--- config.mk ---
export PLATFORM = sky130hd
export DESIGN_NAME = smri_top
export DESIGN_NICKNAME = d
export VERILOG_FILES = /design/src/logic/smri_pkg.sv /design/src/logic/smri_flag.sv /design/src/logic/smri_txhold.sv /design/src/logic/smri_top.sv
export SDC_FILE = /design/constraint.sdc
export NUM_CORES = 1
export LEC_CHECK = 0
export BUFFER_PORTS_ARGS = -buffer_cell sky130_fd_sc_hd__buf_2
export CORE_UTILIZATION = 35
export DETAILED_ROUTE_END_ITERATION = 10
export GPL_ROUTABILITY_DRIVEN = 0
export PLACE_DENSITY = 0.56
export RECOVER_POWER = 25
export SETUP_SLACK_MARGIN = 0.3
export SLEW_MARGIN = 5
export SYNTH_ARGS = -nofsm -noshare
export SYNTH_HDL_FRONTEND = slang
export SYNTH_HIERARCHICAL = 1
export SYNTH_SLANG_ARGS = --single-unit
export TNS_END_PERCENT = 30
--- constraint.sdc ---
create_clock -name sys_clk_i -period 1.45 [get_ports sys_clk_i]
set_input_delay 0.2175 -clock sys_clk_i [delete_from_list [all_inputs] [get_ports sys_clk_i]]
set_output_delay 0.2175 -clock sys_clk_i [all_outputs]
set_load 0.03 [all_outputs]
--- src/logic/smri_pkg.sv ---
// Shared constants and types for the serial master register interface
package smri_pkg;

  // ==========================================================================
  // Register word addresses
  localparam logic [2:0] RXBUF_ADDR   = 3'h0;
  localparam logic [2:0] TXBUF_ADDR   = 3'h1;
  localparam logic [2:0] STATUS_ADDR  = 3'h2;
  localparam logic [2:0] IEN_ADDR     = 3'h3;
  localparam logic [2:0] RSVD_ADDR    = 3'h4;
  localparam logic [2:0] MASK_ADDR    = 3'h5;

  // ==========================================================================
  // Bit positions shared by status_flags and interrupt_enables
  localparam int ROE_BIT  = 3;
  localparam int TOE_BIT  = 4;
  localparam int TMT_BIT  = 5;
  localparam int TRDY_BIT = 6;
  localparam int RRDY_BIT = 7;
  localparam int ERR_BIT  = 8;

  // Status positions that may raise the interrupt request
  localparam logic [15:0] IRQ_SRC_MASK = 16'h01D8;

  // ==========================================================================
  // Reset values
  localparam logic [15:0] IEN_RESET  = 16'h0000;
  localparam logic [15:0] MASK_RESET = 16'h0001;
  localparam logic [15:0] WORD_ZERO  = 16'h0000;
  localparam logic [15:0] SS_N_IDLE  = 16'hFFFF;

  // ==========================================================================
  // Register port request from the bus master
  typedef struct packed {
    logic        rd;
    logic        wr;
    logic [2:0]  addr;
    logic [15:0] wdata;
  } smri_req_t;

  // Word passed between the register file and the shift engine
  typedef struct packed {
    logic        valid;
    logic [15:0] data;
  } smri_word_t;

  // State of one sticky flag
  typedef struct packed {
    logic q;
  } smri_flag_st_t;

  // State of the transmit holding stage
  typedef struct packed {
    logic [15:0] data;
    logic        full;
    smri_word_t  load;
  } smri_tx_st_t;

  // State of the register interface top
  typedef struct packed {
    logic [15:0] rx_buf;
    logic [15:0] ien;
    logic [15:0] mask;
    logic [15:0] rdata;
    logic [15:0] ss_n;
    logic        active;
    logic        irq;
  } smri_top_st_t;

endpackage

--- src/logic/smri_flag.sv ---
// Sticky status flag where a set beats a simultaneous clear
`timescale 1ns/10ps
module smri_flag
  import smri_pkg::*;
#(
  parameter logic RESET_VAL = 1'b0
) (
  // Clock and reset
  input  wire logic sys_clk_i,
  input  wire logic srst_i,
  // Control
  input  wire logic set_i,
  input  wire logic clr_i,
  // Flag
  output logic      q_o
);

  smri_flag_st_t st_reg;
  smri_flag_st_t st_next;

  always_comb begin
    st_next = st_reg;
    // An event landing on the clearing cycle must not be lost
    if (set_i) begin
      st_next.q = 1'b1;
    end else if (clr_i) begin
      st_next.q = 1'b0;
    end
  end

  always_ff @(posedge sys_clk_i) begin
    if (srst_i) begin
      st_reg.q <= RESET_VAL;
    end else begin
      st_reg <= st_next;
    end
  end

  assign q_o = st_reg.q;

endmodule

--- src/logic/smri_txhold.sv ---
// Transmit holding register with hand-off to the shift engine
`timescale 1ns/10ps
module smri_txhold
  import smri_pkg::*;
#(
  parameter int DATA_WIDTH = 8
) (
  // Clock and reset
  input  wire logic        sys_clk_i,
  input  wire logic        srst_i,
  // Bus side
  input  wire logic        wr_i,
  input  wire logic [15:0] wdata_i,
  output logic             ready_o,
  output logic             overrun_o,
  // Shifter side
  input  wire logic        shifter_free_i,
  output smri_word_t       load_o
);

  localparam logic [15:0] DATA_MASK = 16'((32'h1 << DATA_WIDTH) - 32'h1);

  smri_tx_st_t st_reg;
  smri_tx_st_t st_next;

  always_comb begin
    st_next = st_reg;
    st_next.load.valid = 1'b0;
    // Hand the held word over once the shifter can take it
    if (st_reg.full && shifter_free_i) begin
      st_next.load.valid = 1'b1;
      st_next.load.data  = st_reg.data;
      st_next.full       = 1'b0;
    end
    // A write to a full holding register is dropped
    if (wr_i && !st_reg.full) begin
      st_next.data = wdata_i & DATA_MASK;
      st_next.full = 1'b1;
    end
  end

  always_ff @(posedge sys_clk_i) begin
    if (srst_i) begin
      st_reg.data <= WORD_ZERO;
      st_reg.full <= 1'b0;
      st_reg.load <= '0;
    end else begin
      st_reg <= st_next;
    end
  end

  assign ready_o   = ~st_reg.full;
  assign overrun_o = wr_i & st_reg.full;
  assign load_o    = st_reg.load;

endmodule

--- src/logic/smri_top.sv ---
// Register interface of the serial peripheral master core
//
// Notes on behaviour
// Six 16-bit registers face the bus master.
// Word addresses zero to five, fixed order.
// Data in low n bits only.
// Received word loads buffer, sets receive-ready.
// Reading receive buffer clears receive-ready.
// Receive while ready sets receive-overrun.
// Transmit buffer write clears transmit-ready.
// Hand-off to shifter sets transmit-ready again.
// Write while not ready sets transmit-overrun.
// Master waits for transmit-ready before writing.
// Second word waits until current shift ends.
// Status reads leave every flag unchanged.
// Any status write clears error flags.
// Shifter-empty is low during a shift.
// Error summary is OR of overruns.
// Enable bits sit at status flag positions.
// Target mask exists only in master mode.
// Interrupt when flag and enable both set; the shifter-empty flag never raises it here.
// Reset clears all interrupt enables.
// Mask bits pick selects during a shift.
// Reset mask selects target zero only.
// Reset shows transmit-ready and shifter-empty only.
// Enable register stores written values exactly.
`timescale 1ns/10ps
module smri_top
  import smri_pkg::*;
#(
  parameter int DATA_WIDTH  = 8,
  parameter int NUM_TARGETS = 1,
  parameter bit MASTER_MODE = 1'b1
) (
  // Clock and reset
  input  wire logic                   sys_clk_i,
  input  wire logic                   srst_i,

  // Register port
  input  wire smri_req_t              req_i,
  output logic [15:0]                 rdata_o,

  // Shift engine, transmit direction
  output smri_word_t                  shift_load_o,
  input  wire logic                   shift_done_i,

  // Shift engine, receive direction
  input  wire smri_word_t             rx_word_i,

  // Target selects and interrupt
  output logic [NUM_TARGETS-1:0]      ss_n_o,
  output logic                        irq_o
);

  // ==========================================================================
  // Constants
  localparam logic [15:0] DATA_MASK = 16'((32'h1 << DATA_WIDTH) - 32'h1);
  localparam logic [15:0] TGT_MASK  = 16'((32'h1 << NUM_TARGETS) - 32'h1);

  // ==========================================================================
  // Decoded accesses
  logic rd_rx;
  logic wr_tx;
  logic wr_status;
  logic wr_ien;
  logic wr_mask;

  assign rd_rx     = req_i.rd && (req_i.addr == RXBUF_ADDR);
  assign wr_tx     = req_i.wr && (req_i.addr == TXBUF_ADDR);
  assign wr_status = req_i.wr && (req_i.addr == STATUS_ADDR);
  assign wr_ien    = req_i.wr && (req_i.addr == IEN_ADDR);
  assign wr_mask   = req_i.wr && (req_i.addr == MASK_ADDR) && MASTER_MODE;

  // ==========================================================================
  // State
  smri_top_st_t st_reg;
  smri_top_st_t st_next;

  // ==========================================================================
  // Status flags
  logic rrdy;
  logic roe;
  logic toe;
  logic trdy;
  logic tx_overrun;
  logic shifter_free;
  logic err;
  logic shifter_empty_flag;

  // A word finishing its shift frees the shifter in the same cycle,
  // so back-to-back words are separated by one idle cycle on the serial side
  assign shifter_free = ~st_reg.active | shift_done_i;

  smri_flag #(
    .RESET_VAL (1'b0)
  ) u_rrdy (
    .sys_clk_i (sys_clk_i),
    .srst_i    (srst_i),
    .set_i     (rx_word_i.valid),
    .clr_i     (rd_rx),
    .q_o       (rrdy)
  );

  smri_flag #(
    .RESET_VAL (1'b0)
  ) u_roe (
    .sys_clk_i (sys_clk_i),
    .srst_i    (srst_i),
    .set_i     (rx_word_i.valid & rrdy),
    .clr_i     (wr_status),
    .q_o       (roe)
  );

  smri_flag #(
    .RESET_VAL (1'b0)
  ) u_toe (
    .sys_clk_i (sys_clk_i),
    .srst_i    (srst_i),
    .set_i     (tx_overrun),
    .clr_i     (wr_status),
    .q_o       (toe)
  );

  // ==========================================================================
  // Transmit holding stage
  smri_txhold #(
    .DATA_WIDTH (DATA_WIDTH)
  ) u_txhold (
    .sys_clk_i      (sys_clk_i),
    .srst_i         (srst_i),
    .wr_i           (wr_tx),
    .wdata_i        (req_i.wdata),
    .ready_o        (trdy),
    .overrun_o      (tx_overrun),
    .shifter_free_i (shifter_free),
    .load_o         (shift_load_o)
  );

  assign err = roe | toe;
  assign shifter_empty_flag = ~st_reg.active;

  // ==========================================================================
  // Status word, shared by the read path and the interrupt request
  logic [15:0] status_word;

  always_comb begin
    status_word           = WORD_ZERO;
    status_word[ROE_BIT]  = roe;
    status_word[TOE_BIT]  = toe;
    status_word[TMT_BIT]  = shifter_empty_flag;
    status_word[TRDY_BIT] = trdy;
    status_word[RRDY_BIT] = rrdy;
    status_word[ERR_BIT]  = err;
  end

  // ==========================================================================
  // Read multiplexer
  logic [15:0] rd_word;

  always_comb begin
    rd_word = WORD_ZERO;
    unique case (req_i.addr)
      RXBUF_ADDR: begin
        rd_word = st_reg.rx_buf & DATA_MASK;
      end
      STATUS_ADDR: begin
        rd_word = status_word;
      end
      IEN_ADDR: begin
        rd_word = st_reg.ien;
      end
      MASK_ADDR: begin
        if (MASTER_MODE) begin
          rd_word = st_reg.mask;
        end
      end
      // Transmit buffer is write-only; reserved and unmapped read zero
      default: begin
        rd_word = WORD_ZERO;
      end
    endcase
  end

  // ==========================================================================
  // Next state
  always_comb begin
    st_next = st_reg;

    // Receive buffer always takes a new word, even over an unread one
    if (rx_word_i.valid) begin
      st_next.rx_buf = rx_word_i.data & DATA_MASK;
    end

    // Shifter occupancy; a new load outranks the end of the old word
    if (shift_load_o.valid) begin
      st_next.active = 1'b1;
    end else if (shift_done_i) begin
      st_next.active = 1'b0;
    end

    if (wr_ien) begin
      st_next.ien = req_i.wdata;
    end

    if (wr_mask) begin
      st_next.mask = req_i.wdata & TGT_MASK;
    end

    // Read data is held until the next read
    if (req_i.rd) begin
      st_next.rdata = rd_word;
    end

    // Selects follow the mask only while a word is being shifted
    if (st_reg.active) begin
      st_next.ss_n = ~(st_reg.mask & TGT_MASK);
    end else begin
      st_next.ss_n = SS_N_IDLE;
    end

    st_next.irq = |(status_word & st_reg.ien & IRQ_SRC_MASK);
  end

  // ==========================================================================
  // State register
  always_ff @(posedge sys_clk_i) begin
    if (srst_i) begin
      st_reg.rx_buf <= WORD_ZERO;
      st_reg.ien    <= IEN_RESET;
      st_reg.mask   <= MASTER_MODE ? MASK_RESET : WORD_ZERO;
      st_reg.rdata  <= WORD_ZERO;
      st_reg.ss_n   <= SS_N_IDLE;
      st_reg.active <= 1'b0;
      st_reg.irq    <= 1'b0;
    end else begin
      st_reg <= st_next;
    end
  end

  // ==========================================================================
  // Outputs
  assign rdata_o = st_reg.rdata;
  assign ss_n_o  = st_reg.ss_n[NUM_TARGETS-1:0];
  assign irq_o   = st_reg.irq;

endmodule

==> results_dict.tcl <==
set metrics [dict create \
    die_h_um 94.5 \
    antenna_found_initial 0 \
    via_per_inst 4.71 \
    p_int_mw 2.74 \
    cts_setup_buffers 0 \
    clk_path_buf_depth 2 \
    routedWlPerCell_um 13.8 \
    yosys.area.top_type "dfxtp_1" \
    track_usage_pct 15.2 \
    synth_edf_count 0 \
    critPathKind "flop to flop" \
    rows 33 \
    clk_pin_slew_worst_paths_ns 0.08 \
    period_needed_ns 1.15 \
    cpLargestDelayFamily "buffers and inverters" \
    fin_cells 467 \
    fmaxAchievable_ghz 0.869 \
    worstPathArrival_ns 1.38 \
    ys_ff_latch 65 \
    setup_viol_count_final 0 \
    required_ns 1.68 \
    antenna_cells 0 \
    synth_cell_types 44 \
    p_switching_mw 0.949 \
    hold_viol_final 0 \
    drt-pass1-iter-count 4 \
    io_pins 76 \
    cts_tree "yes" \
    drt-initial-drc-count 90 \
    yosysWarnings 6 \
    cap_viol_max_count 0 \
    period_share_pct 79.4 \
    seq_power_share_pct 50.1 \
    clkLatencyLatePin_ns 0.34 \
    relSlewSlack_pct 53.2 \
    holdBufCountCts 0 \
    pwr-share-clk_pct 41.2 \
    fin_setup_tns_ns 0 \
    ys_seq_area_share_pct 43.5 \
    htreeDepth 3 \
    finalNetCount 398 \
    skew_ns 0.00998 \
    p_leak_nw 1.40 \
    syn_avg_cell_area_um2 9.27 \
    numCtsBuffers 9 \
    critPathMaxFanout 11 \
    grt_max_degree 48 \
    root_buffer "clkbuf_8" \
    drc 0 \
    drive_above_1_share_pct 27.1 \
    rsz0062_at_grt "false" \
    cp-start-kind "flop" \
    vias 2199 \
    grt_pass1_vias 2030 \
    async_reset_ff_share_pct 0 \
    largest_register_ffs 26 \
    total_power_mw 3.69 \
    ir_drop_uv 453 \
    crit_path_top_delay_cell "clkbuf_1" \
    portBuffers 59 \
    powerDensity_nw_per_um2 1100 \
    cts_sinks 65 \
    path_cells "clkbuf_1 -> nand2_2 -> mux2i_1" \
    drv_slew 0 \
    status "complete, no violations" \
    hold_class "input port to flop" \
    yosys.area.top_type_share_pct 43.5 \
    grt_first_pass_wirelength_mm 10.1 \
    critPathMaxStageDelay_ns 0.39 \
    sw_frac_of_total_pct 25.7 \
    ant_nets 0 \
    end_kind "flop" \
    syn_to_final_growth_pct 11.8 \
    place_inst 451 \
    syn_inst 323 \
    start_util_pct 36.2 \
    crit_buf_inv 1 \
    final_util_pct 40.5 \
    pwr-share-comb_pct 8.7 \
    ys.flop_type "dfxtp_1" \
    overflow 0 \
    fp.dieArea_um2 8920 \
    core_um2 8260 \
    dp_hpwl_mm 4.52 \
    dieWidth_um 94.5 \
    wl_mm 6.45 \
    syn_area_um2 2990 \
    fill_cells 873 \
    yosys-top-cells-area "dfxtp_1 43%, buf_4 9.5%, mux2i_1 6.7%" \
    worstMarginPinSlew_ns 0.702 \
]
[tightest hold or removal path, delay by kind of cell]
family	cells	cell delay (ns)
AO/OA/AOI/OAI	1	0.05
buffers and inverters	1	0.09
AND/OR/NAND/NOR	1	0.04
[Yosys cell counts, types with 8 or more instances]
cell type	n
dfxtp_1	65
buf_4	38
nand2_1	33
a21oi_1	25
nor2_1	23
nand2b_1	22
mux2i_1	20
buf_2	10
inv_1	9
nand4bb_1	8
o21ai_1	8
[cell usage in the layout, fill, tap and decap left out, types with 8 or more instances in the layout]
cell type / netlist / layout
inv_1: 9 / 9
nand4bb_1: 8 / 8
buf_2: 10 / 57
mux2i_1: 20 / 20
nand2_1: 33 / 33
nand2b_1: 22 / 22
nor2_1: 23 / 23
conb_1: 1 / 8
a21oi_1: 25 / 26
buf_4: 38 / 8
clkbuf_8: 0 / 9
dfxtp_1: 65 / 65
o21ai_1: 8 / 8
[final timing paths]
| kind | startpoint | end | slack, ns | cells past startpoint |
|---|---|---|---|---|
| setup / recovery | u_txhold/st_reg[17]$_SDFFE_PP0P_ | u_txhold/load_o[6]$_SDFFE_PP0P_ | 0.30 | 3 |
| hold / removal | req_i[11] | st_reg[61]$_SDFFE_PP0P_ | 0.10 | 3 |
| setup reg to reg | u_txhold/st_reg[17]$_SDFFE_PP0P_ | u_txhold/load_o[6]$_SDFFE_PP0P_ | 0.30 | 3 |
| hold reg to reg | st_reg[1]$_SDFFE_PP0P_ | ss_n_o$_SDFF_PP1_ | 0.44 | 1 |
[per-layer routing]
metal	vias up	GRT usage [%]	part of all wire, %
met5	-	0	0
met3	8	4.03	4.7
li1	1123	-	-
met2	54	22.7	45
met4	0	7.20	1.8
met1	1014	20.3	49
[through the flow]
stage / cell area (um^2) / hold WS (ns) / setup slack, ns
floorplan: 3040 / 0.280 / 0.159
global placement: 3180 / 0.434 / 0.118
detailed placement: 3180 / 0.441 / 0.117
CTS: 3370 / 0.0854 / 0.323
global route: 3350 / 0.0936 / 0.187
finish: 3350 / 0.103 / 0.299
[power by group through the flow]
stage,Sequential [mW],Combinational [mW],Clock [mW]
2_1_floorplan,1.88,0.256,0
3_3_place_gp,1.89,0.327,0
3_5_place_dp,1.89,0.330,0
4_1_cts,1.85,0.332,1.57
6_report,1.85,0.322,1.52
5_1_grt,1.85,0.352,1.63
[cell type report]
type | count | area [um^2] | share of cell area, %
Clock buffer | 9 | 124 | 3.70
Clock inverter | 7 | 70.1 | 2.09
Inverter | 9 | 33.8 | 1.01
Multi-Input combinational cell | 201 | 1310 | 39.2
Sequential cell | 65 | 1300 | 38.9
Tap cell | 105 | 131 | 3.93
Timing Repair Buffer | 71 | 374 | 11.2
[kinds of logic after synthesis]
kind of cell / count (synthesis) / share of synthesized area [%]
muxes: 20 / 6.69
buffers and inverters: 64 / 14.0
AOI/OAI and AO/OA: 60 / 13.2
and+or+nand+nor: 113 / 22.6
DFF: 65 / 43.5
other: 1 / 0.125
[repair_timing]
| action | in CTS | in global routing |
|---|---|---|
| gates resized for setup | 1 | 1 |
| pin swaps | 0 | 0 |
| setup endpoints to repair | 6 | 1 |
No activity file was read; power rests on OpenSTA's default activity.
